[src/core/adc_ctrl_params.svh]
// Constants of the converter control block: register indices, field
// positions, reset values and conversion timing.
// Assumes a 20 MHz system clock and a byte-addressed 32-bit slave port.
`ifndef ADC_CTRL_PARAMS_SVH
`define ADC_CTRL_PARAMS_SVH

// Register indices; byte address is four times the index
`define ADC_CTRL_IDX        12'hF70
`define RESULT_HIGH_IDX     12'hF72
`define RESULT_LOW_IDX      12'hF73
`define SETTLE_TIME_IDX     12'hF74
`define IRQ_STATUS_IDX      12'hF78
`define IRQ_MASK_IDX        12'hF79

`define ADDR_W              14
`define DATA_W              32

// Control register fields
`define CTRL_START_BIT      7
`define CHAN_W              3

// Settling field
`define SETTLE_W            4
`define SETTLE_RESET        4'hF

// Result layout
`define RES_W               10
`define RES_MSB_TRIAL       10'h200
`define BIT_IDX_W           4
`define BIT_IDX_TOP         4'h9

// Clocks the comparator needs per trial bit, synchroniser included
`define CMP_WAIT            2'h3

// Interrupt status and mask bits
`define IRQ_W               2
`define IRQ_DONE_BIT        0
`define IRQ_ABORT_BIT       1

`endif

[src/core/adc_ctrl_pkg.sv]
// Types shared by the converter control block.
// Assumes adc_ctrl_params.svh for widths.
`include "adc_ctrl_params.svh"

package adc_ctrl_pkg;

  typedef enum logic [1:0] {
    ST_IDLE    = 2'b00,
    ST_SETTLE  = 2'b01,
    ST_CONVERT = 2'b10
  } conv_state_t;

  typedef logic [`RES_W-1:0] result_t;

endpackage

[src/core/adc_conversion_control.sv]
// Digital control of a 10-bit successive approximation converter:
// register slave, settling delay, bit search and result registers.
// Assumes an analog front end with a sample/hold switch, a 10-bit DAC
// and a comparator whose output is asynchronous to clk_i.
`timescale 1ns/100ps
`include "adc_ctrl_params.svh"

// Functional notes
// - Convert input to 10-bit scaled result
// - Out-of-range input gives all zeros/ones
// - Writing start bit begins a conversion
// - Start while busy restarts conversion
// - Start bit reads back busy status
// - Settle clocks between sample and start
// - Settle resets ones, upper bits zero
// - High result holds until next completion
// - Low result bits in bits 7:6
// - High read latches low bits
module adc_conversion_control (
  input  wire logic                 clk_i,             // System clock, 20 MHz
  input  wire logic                 reset_n_i,         // Async reset, active low
  input  wire logic [`ADDR_W-1:0]   avs_address_i,     // Byte address
  input  wire logic                 avs_read_i,        // Read request
  input  wire logic                 avs_write_i,       // Write request
  input  wire logic [`DATA_W-1:0]   avs_writedata_i,   // Write data
  input  wire logic [3:0]           avs_byteenable_i,  // Byte lanes
  output logic      [`DATA_W-1:0]   avs_readdata_o,    // Read data
  output logic                      avs_waitrequest_o, // Stall request
  input  wire logic                 cmp_i,             // Comparator, input above DAC
  output logic                      sample_hold_o,     // High while sampling
  output logic                      conv_start_o,      // Conversion start pulse
  output adc_ctrl_pkg::result_t     dac_code_o,        // Trial code to DAC
  output logic      [`CHAN_W-1:0]   analog_input_channel_o, // Input select
  output logic                      irq_o              // Interrupt, active high
);

  import adc_ctrl_pkg::*;

  // Bus handshake and decode
  logic                   wait_r;
  logic [`DATA_W-1:0]     rdata_r;
  wire                    req      = avs_read_i | avs_write_i;
  wire                    rd_acc   = avs_read_i & ~wait_r;
  wire                    wr_acc   = avs_write_i & ~wait_r & avs_byteenable_i[0];
  wire [7:0]              wbyte    = avs_writedata_i[7:0];

  wire hit_ctrl   = avs_address_i == {`ADC_CTRL_IDX, 2'b00};
  wire hit_high   = avs_address_i == {`RESULT_HIGH_IDX, 2'b00};
  wire hit_low    = avs_address_i == {`RESULT_LOW_IDX, 2'b00};
  wire hit_settle = avs_address_i == {`SETTLE_TIME_IDX, 2'b00};
  wire hit_status = avs_address_i == {`IRQ_STATUS_IDX, 2'b00};
  wire hit_mask   = avs_address_i == {`IRQ_MASK_IDX, 2'b00};

  // Software state
  logic [`CHAN_W-1:0]     chan_r;
  logic [`SETTLE_W-1:0]   settle_clocks_r;
  logic [`IRQ_W-1:0]      irq_mask_r;
  logic [`IRQ_W-1:0]      irq_status;
  logic [7:0]             result_upper_byte_r;
  logic [1:0]             latest_low_r;
  logic [1:0]             result_lower_bits_r;

  // Conversion state
  conv_state_t            state_r;
  conv_state_t            state_nxt;
  logic [`SETTLE_W-1:0]   settle_cnt_r;
  logic [`SETTLE_W-1:0]   settle_cnt_nxt;
  result_t                sar_r;
  result_t                sar_nxt;
  logic [`BIT_IDX_W-1:0]  bit_r;
  logic [`BIT_IDX_W-1:0]  bit_nxt;
  logic [1:0]             wait_cnt_r;
  logic [1:0]             wait_cnt_nxt;
  logic                   hold_nxt;
  logic                   start_nxt;
  logic                   done_evt;
  logic                   cmp_sync;

  wire busy = state_r != ST_IDLE;

  wire start_req = wr_acc & hit_ctrl & wbyte[`CTRL_START_BIT];

  wire abort_evt = start_req & busy;

  wire [`IRQ_W-1:0] irq_set;
  wire [`IRQ_W-1:0] irq_clr;

  assign irq_set[`IRQ_DONE_BIT]  = done_evt;
  assign irq_set[`IRQ_ABORT_BIT] = abort_evt;
  assign irq_clr = (wr_acc & hit_status) ? wbyte[`IRQ_W-1:0] : {`IRQ_W{1'b0}};

  // Read data selection; unmapped addresses read zero
  wire [7:0] ctrl_rd   = {busy, 4'h0, chan_r};
  wire [7:0] settle_rd = {4'h0, settle_clocks_r};
  // Low bits in 7:6, rest zero
  wire [7:0] low_rd    = {result_lower_bits_r, 6'h00};
  wire [7:0] rd_byte   = hit_ctrl   ? ctrl_rd :
                         hit_high   ? result_upper_byte_r :
                         hit_low    ? low_rd :
                         hit_settle ? settle_rd :
                         hit_status ? {6'h00, irq_status} :
                         hit_mask   ? {6'h00, irq_mask_r} : 8'h00;

  // Comparator comes from the analog domain
  sync2 u_cmp_sync (
    .clk_i     (clk_i),
    .reset_n_i (reset_n_i),
    .d_i       (cmp_i),
    .q_o       (cmp_sync)
  );

  // One sticky flag per event
  genvar gi;
  generate
    for (gi = 0; gi < `IRQ_W; gi++) begin : g_flag
      irq_flag u_flag (
        .clk_i     (clk_i),
        .reset_n_i (reset_n_i),
        .set_i     (irq_set[gi]),
        .clr_i     (irq_clr[gi]),
        .flag_o    (irq_status[gi])
      );
    end
  endgenerate

  // One wait state per access; data ready when waitrequest drops
  always_ff @(posedge clk_i or negedge reset_n_i) begin
    if (!reset_n_i) begin
      wait_r <= 1'b1;
    end else begin
      wait_r <= ~(req & wait_r);
    end
  end

  // Read data is captured while the request waits
  wire [`DATA_W-1:0] rd_word = {24'h00_0000, rd_byte};

  always_ff @(posedge clk_i or negedge reset_n_i) begin
    if (!reset_n_i) begin
      rdata_r <= 32'h0000_0000;
    end else begin
      rdata_r <= rd_word;
    end
  end

  assign avs_waitrequest_o = wait_r;
  assign avs_readdata_o    = rdata_r;

  // Software-written registers
  wire wr_ctrl   = wr_acc & hit_ctrl;
  wire wr_settle = wr_acc & hit_settle;
  wire wr_mask   = wr_acc & hit_mask;

  always_ff @(posedge clk_i or negedge reset_n_i) begin
    if (!reset_n_i) begin
      chan_r <= {`CHAN_W{1'b0}};
    end else if (wr_ctrl) begin
      chan_r <= wbyte[`CHAN_W-1:0];
    end
  end

  always_ff @(posedge clk_i or negedge reset_n_i) begin
    if (!reset_n_i) begin
      settle_clocks_r <= `SETTLE_RESET;
    end else if (wr_settle) begin
      settle_clocks_r <= wbyte[`SETTLE_W-1:0];
    end
  end

  always_ff @(posedge clk_i or negedge reset_n_i) begin
    if (!reset_n_i) begin
      irq_mask_r <= {`IRQ_W{1'b0}};
    end else if (wr_mask) begin
      irq_mask_r <= wbyte[`IRQ_W-1:0];
    end
  end

  // Step conditions of the bit search
  wire settle_done = settle_cnt_r <= 4'h1;
  wire trial_due   = wait_cnt_r == 2'h0;
  wire last_bit    = bit_r == 4'h0;

  // Settle, then successive approximation from the top bit
  always_comb begin
    state_nxt      = state_r;
    settle_cnt_nxt = settle_cnt_r;
    sar_nxt        = sar_r;
    bit_nxt        = bit_r;
    wait_cnt_nxt   = wait_cnt_r;
    hold_nxt       = 1'b0;
    start_nxt      = 1'b0;
    done_evt       = 1'b0;
    if (start_req) begin
      state_nxt      = ST_SETTLE;
      settle_cnt_nxt = settle_clocks_r;
      sar_nxt        = '0;
      hold_nxt       = 1'b1;
    end else begin
      unique case (state_r)
        ST_IDLE: begin
          state_nxt = ST_IDLE;
        end
        ST_SETTLE: begin
          if (settle_done) begin
            state_nxt    = ST_CONVERT;
            start_nxt    = 1'b1;
            sar_nxt      = `RES_MSB_TRIAL;
            bit_nxt      = `BIT_IDX_TOP;
            wait_cnt_nxt = `CMP_WAIT;
          end else begin
            hold_nxt       = 1'b1;
            settle_cnt_nxt = settle_cnt_r - 4'h1;
          end
        end
        ST_CONVERT: begin
          if (!trial_due) begin
            wait_cnt_nxt = wait_cnt_r - 2'h1;
          end else begin
            // Keep trial bit while input is above DAC
            if (!cmp_sync) begin
              sar_nxt[bit_r] = 1'b0;
            end
            if (last_bit) begin
              state_nxt = ST_IDLE;
              done_evt  = 1'b1;
            end else begin
              sar_nxt[bit_r - 4'h1] = 1'b1;
              bit_nxt      = bit_r - 4'h1;
              wait_cnt_nxt = `CMP_WAIT;
            end
          end
        end
        default: begin
          state_nxt = ST_IDLE;
        end
      endcase
    end
  end

  always_ff @(posedge clk_i or negedge reset_n_i) begin
    if (!reset_n_i) begin
      state_r <= ST_IDLE;
    end else begin
      state_r <= state_nxt;
    end
  end

  always_ff @(posedge clk_i or negedge reset_n_i) begin
    if (!reset_n_i) begin
      settle_cnt_r <= {`SETTLE_W{1'b0}};
    end else begin
      settle_cnt_r <= settle_cnt_nxt;
    end
  end

  // Trial code, bit pointer and comparator wait
  always_ff @(posedge clk_i or negedge reset_n_i) begin
    if (!reset_n_i) begin
      sar_r <= '0;
    end else begin
      sar_r <= sar_nxt;
    end
  end

  always_ff @(posedge clk_i or negedge reset_n_i) begin
    if (!reset_n_i) begin
      bit_r      <= {`BIT_IDX_W{1'b0}};
      wait_cnt_r <= 2'h0;
    end else begin
      bit_r      <= bit_nxt;
      wait_cnt_r <= wait_cnt_nxt;
    end
  end

  // Analog control pins leave straight from flops
  always_ff @(posedge clk_i or negedge reset_n_i) begin
    if (!reset_n_i) begin
      sample_hold_o <= 1'b0;
    end else begin
      sample_hold_o <= hold_nxt;
    end
  end

  always_ff @(posedge clk_i or negedge reset_n_i) begin
    if (!reset_n_i) begin
      conv_start_o <= 1'b0;
    end else begin
      conv_start_o <= start_nxt;
    end
  end

  // Search saturates at all zeros or all ones
  assign dac_code_o             = sar_r;
  assign analog_input_channel_o = chan_r;

  // Result registers
  wire rd_high = rd_acc & hit_high;

  always_ff @(posedge clk_i or negedge reset_n_i) begin
    if (!reset_n_i) begin
      result_upper_byte_r <= 8'h00;
    end else if (done_evt) begin
      result_upper_byte_r <= sar_nxt[`RES_W-1:2];
    end
  end

  always_ff @(posedge clk_i or negedge reset_n_i) begin
    if (!reset_n_i) begin
      latest_low_r <= 2'h0;
    end else if (done_evt) begin
      latest_low_r <= sar_nxt[1:0];
    end
  end

  always_ff @(posedge clk_i or negedge reset_n_i) begin
    if (!reset_n_i) begin
      result_lower_bits_r <= 2'h0;
    end else if (rd_high) begin
      result_lower_bits_r <= latest_low_r;
    end
  end

  // Level interrupt from unmasked sticky flags
  wire irq_any = |(irq_status & irq_mask_r);

  always_ff @(posedge clk_i or negedge reset_n_i) begin
    if (!reset_n_i) begin
      irq_o <= 1'b0;
    end else begin
      irq_o <= irq_any;
    end
  end

endmodule // adc_conversion_control

[src/core/sync2.sv]
// Two-flop synchroniser for a single level from outside the clock domain.
// Assumes the input is a slowly changing level.
`timescale 1ns/100ps

module sync2 (
  input  wire logic clk_i,      // System clock
  input  wire logic reset_n_i,  // Async reset, active low
  input  wire logic d_i,        // Asynchronous level
  output logic      q_o         // Synchronised level
);

  logic meta_r;

  always_ff @(posedge clk_i or negedge reset_n_i) begin
    if (!reset_n_i) begin
      meta_r <= 1'b0;
      q_o    <= 1'b0;
    end else begin
      meta_r <= d_i;
      q_o    <= meta_r;
    end
  end

endmodule // sync2

[src/core/irq_flag.sv]
// Sticky interrupt flag: hardware sets, software clears by writing one.
// Assumes set and clear are single-cycle pulses on the system clock.
`timescale 1ns/100ps

module irq_flag (
  input  wire logic clk_i,      // System clock
  input  wire logic reset_n_i,  // Async reset, active low
  input  wire logic set_i,      // Event pulse
  input  wire logic clr_i,      // Write-one-to-clear pulse
  output logic      flag_o      // Sticky flag
);

  always_ff @(posedge clk_i or negedge reset_n_i) begin
    if (!reset_n_i) begin
      flag_o <= 1'b0;
    end else if (set_i) begin
      // Set wins over a clear in the same cycle
      flag_o <= 1'b1;
    end else if (clr_i) begin
      flag_o <= 1'b0;
    end
  end

endmodule // irq_flag

[config.mk]
export PLATFORM = sky130hd
export DESIGN_NAME = adc_conversion_control
export DESIGN_NICKNAME = d
export VERILOG_FILES = /design/src/core/adc_ctrl_pkg.sv /design/src/core/adc_conversion_control.sv /design/src/core/sync2.sv /design/src/core/irq_flag.sv
export VERILOG_INCLUDE_DIRS = /design/src /design/src/core
export SDC_FILE = /design/constraint.sdc
export NUM_CORES = 1
export LEC_CHECK = 0
export ABC_AREA = 1
export BUFFER_PORTS_ARGS = -buffer_cell sky130_fd_sc_hd__buf_2
export CAP_MARGIN = 0
export CORE_ASPECT_RATIO = 0.8
export CORE_MARGIN = 2
export CORE_UTILIZATION = 47
export DETAILED_ROUTE_END_ITERATION = 12
export GPL_TIMING_DRIVEN = 0
export PLACE_DENSITY = 0.74
export SYNTH_ARGS = -nofsm -noshare
export SYNTH_HDL_FRONTEND = slang
export SYNTH_SLANG_ARGS = --single-unit
[constraint.sdc]
create_clock -name clk_i -period 1.9 [get_ports clk_i]
set_input_delay 0.38 -clock clk_i [delete_from_list [all_inputs] [get_ports clk_i]]
set_output_delay 0.38 -clock clk_i [all_outputs]
set_load 0.01 [all_outputs]
==> results.sh <==
export IMPL_outcome="completed"
export IMPL_clk_latency_ps=340
export IMPL_slowest_delay_ps=400
export IMPL_slew_headroom=0.509
export IMPL_drt_total_wl_mm=7.48
export IMPL_fin_skew_ps=10.1
export IMPL_fin_crit_sh=0.916
export IMPL_fp_dieH_um=80.4
export IMPL_drt_drc_violations_left=0
export IMPL_final_cell_mix="101 x nand2_1, 54 x dfrtp_1, 49 x inv_1, 49 x buf_2"
export IMPL_cp_slowest_cell="dfrtp_1"
export IMPL_synthTopCellsByArea="dfrtp_1 39%, nand2_1 11%, buf_4 5.5%, inv_1 5.5%, ha_1 4.0%"
export IMPL_dp_cells=581
export IMPL_utilization=0.586
export IMPL_num_rows=27
export IMPL_vias_per_cell=4.88
export IMPL_grt_overflow_total=0
export IMPL_stdcell_area_um2=4080
export IMPL_timing_fmax_mhz=575
export IMPL_cp_num_buf_inv=1
export IMPL_critical_path_arrival_ps=1960
export IMPL_synth_area_um2=3430
export IMPL_cts_tree="done"
export IMPL_cp_top_family="simple AND/OR/NAND/NOR gates"
export IMPL_vias=2919
export IMPL_cp_cell_sequence="inv_1, ha_1, nor2_1, nor2_1, nor2_2, nor2_2, nand3_1, nor2_1, a21oi_1"
export IMPL_syn_avg_cell_area_um2=8.12
export IMPL_crit_cells=9
export IMPL_numCtsBuffers=9
export IMPL_wl_per_cell_um=12.5
export IMPL_yosys_area_top_type="dfrtp_1"
export IMPL_ant_nets=0
export IMPL_finalMaxSlewViolations=0
export IMPL_htreeDepth=3
export IMPL_gp_congestion=0.884
export IMPL_drt_initial_drc_count=133
export IMPL_clk_pin_slew_ps=70
export IMPL_post_route_min_period_ps=1740
export IMPL_fin_cells=598
export IMPL_vdd_drop_max_mv=0.655
export IMPL_fill_cells=635
export IMPL_leakage_nw=2.11
export IMPL_grt_start_max_net_pins=60
export IMPL_detailed_place_area_um2=3870
export IMPL_drv_cap=0
export IMPL_synth_seq_area_share=0.433
export IMPL_synth_top_area_frac=0.394
export IMPL_dieArea_um2=7990
export IMPL_antenna_found_initial=0
export IMPL_ys_seq_elements=59
export IMPL_initial_core_util=0.492
export IMPL_critPathRequiredTime_ps=2120
export IMPL_clock_path_buffers=2
export IMPL_worst_pin_slew_ps=736
export IMPL_pin_count=104
export IMPL_die_w_um=99.5
export IMPL_ctsRootBufferMaster="clkbuf_8"
export IMPL_path_max_fanout=5
export IMPL_reg2reg_depth=9
export IMPL_critPathKind="flop to flop"
export IMPL_hold_buffers=0
export IMPL_netlist_instances=422
export IMPL_dpl_hpwl_mm=5.58
export IMPL_layout_drive_gt1_share=0.290
export IMPL_portBuffers=49
export IMPL_grt_usage=0.196
export IMPL_core_area_um2=6960
export IMPL_hold_class="input pin to async pin"
export IMPL_mostFrequentLayoutCell="nand2_1"
export IMPL_power_w=0.00336
export IMPL_grt_pass1_vias=2773
export IMPL_post_synth_num_cell_types=37
export IMPL_post_cts_buffers=0
export IMPL_synth_warnings=0
export IMPL_endpoint_kind="flop"
export IMPL_crit_top_cell="nor2_1"
export IMPL_crit_path_start_kind="flop"
export IMPL_holdWs_ps=104
export IMPL_grt_first_pass_wirelength_mm=12.4
export IMPL_cts_sinks=59
export IMPL_power_density_nw_per_um2=823
export IMPL_setup_violations=0
export IMPL_num_antenna_cells=0
export IMPL_fin_nets=572
export IMPL_area_delta_synth_final_pct=19.0
export IMPL_dr_pass1_iters=4
export IMPL_hold_violations=0
export IMPL_post_cts_resized=0
area by class of cell:
class                   instances  area (um^2)  area share
flip-flops and latches         59         1480       0.364
well taps                      87          109      0.0267
plain buffers                  29          228      0.0558
inverters                      59          226      0.0555
clock buffers                  10          138      0.0338
clock inverters                 6         41.3      0.0101
multi-input cells             299         1610       0.394
repair buffers                 49          248      0.0608
sequential cells by signal, indices dropped and copies added, names as in the netlist, 3 cells and up:
| signal | cells |
|---|---|
| dac_code_o | 10 |
| avs_readdata_o | 8 |
| result_upper_byte_r | 8 |
| bit_r | 4 |
| settle_clocks_r | 4 |
| settle_cnt_r | 4 |
| analog_input_channel_o | 3 |
layer usage:
metal	up-vias	wire length, um	track usage
li1	1466	-	-
met3	6	490	0.0479
met5	-	0	0
met1	1351	3490	0.264
met4	0	85	0.0726
met2	96	3410	0.309
final timing paths:
kind,slack (ps),end,start
hold reg to reg,360,u_cmp_sync.q_o,u_cmp_sync.meta_r
hold / removal,100,sample_hold_o,reset_n_i
setup reg to reg,160,wait_cnt_r[1],settle_cnt_r[0]
setup / recovery,160,wait_cnt_r[1],settle_cnt_r[0]
min in group clk_i,140,u_cmp_sync.meta_r,cmp_i
max in group asynchronous,1320,settle_cnt_r[2],reset_n_i
cell families after synthesis:
family / count (synthesis) / synth area share
flip-flops: 59 / 0.433
AO/OA/AOI/OAI: 65 / 0.107
adder cells (fa/ha/maj): 11 / 0.0402
AND/OR/NAND/NOR: 195 / 0.279
other: 1 / 0.00109
buffers and inverters: 88 / 0.133
XOR/XNOR: 3 / 0.00767
synth_stat cells:
cell      instances
inv_2             8
dfstp_2           5
o21ai_2           8
buf_6             1
o21ai_1          16
xnor2_1           2
nor2_1           23
nor2_8            1
nand3_2           3
nand2_1         101
nand3_1          26
conb_1            1
nand3b_1          1
a22o_1            1
o211ai_1          3
buf_4            25
nor3_1           13
inv_1            50
buf_2             1
xor2_1            1
o22ai_1           1
dfrtp_1          54
ha_1             11
nand2_2           5
buf_12            1
clkinv_4          1
nand4_4           1
clkbuf_1          1
a21oi_1          13
nor2_4            6
nor3b_2           1
nand4_2           1
nand4_1           3
or2_2             1
nor2_2            7
o21ai_0          23
nand2_4           2
worst register-to-register path, stage by stage (launching register included):
cell     delay, ps
dfrtp_1        400
inv_1          100
ha_1           190
nor2_1          50
nor2_1         160
nor2_2         110
nor2_2         230
nand3_1        200
nor2_1         130
a21oi_1         50
where the power goes:
| part | switching [W] | leakage (nW) | internal [W] |
|---|---|---|---|
| Clock | 0.000527 | 0.0843 | 0.000505 |
| Sequential | 0.000107 | 0.775 | 0.00137 |
| Combinational | 0.000534 | 1.25 | 0.000316 |
| Total | 0.00117 | 2.11 | 0.00219 |
through the flow:
stage | TNS [ps] | worst slack (ps)
floorplan | 0 | 298
global placement | 0 | 31.3
detailed placement | 0 | 57.7
CTS | 0 | 28.6
global route | -0.709 | -0.709
finish | 0 | 159
No activity file was read; power rests on OpenSTA's default activity.
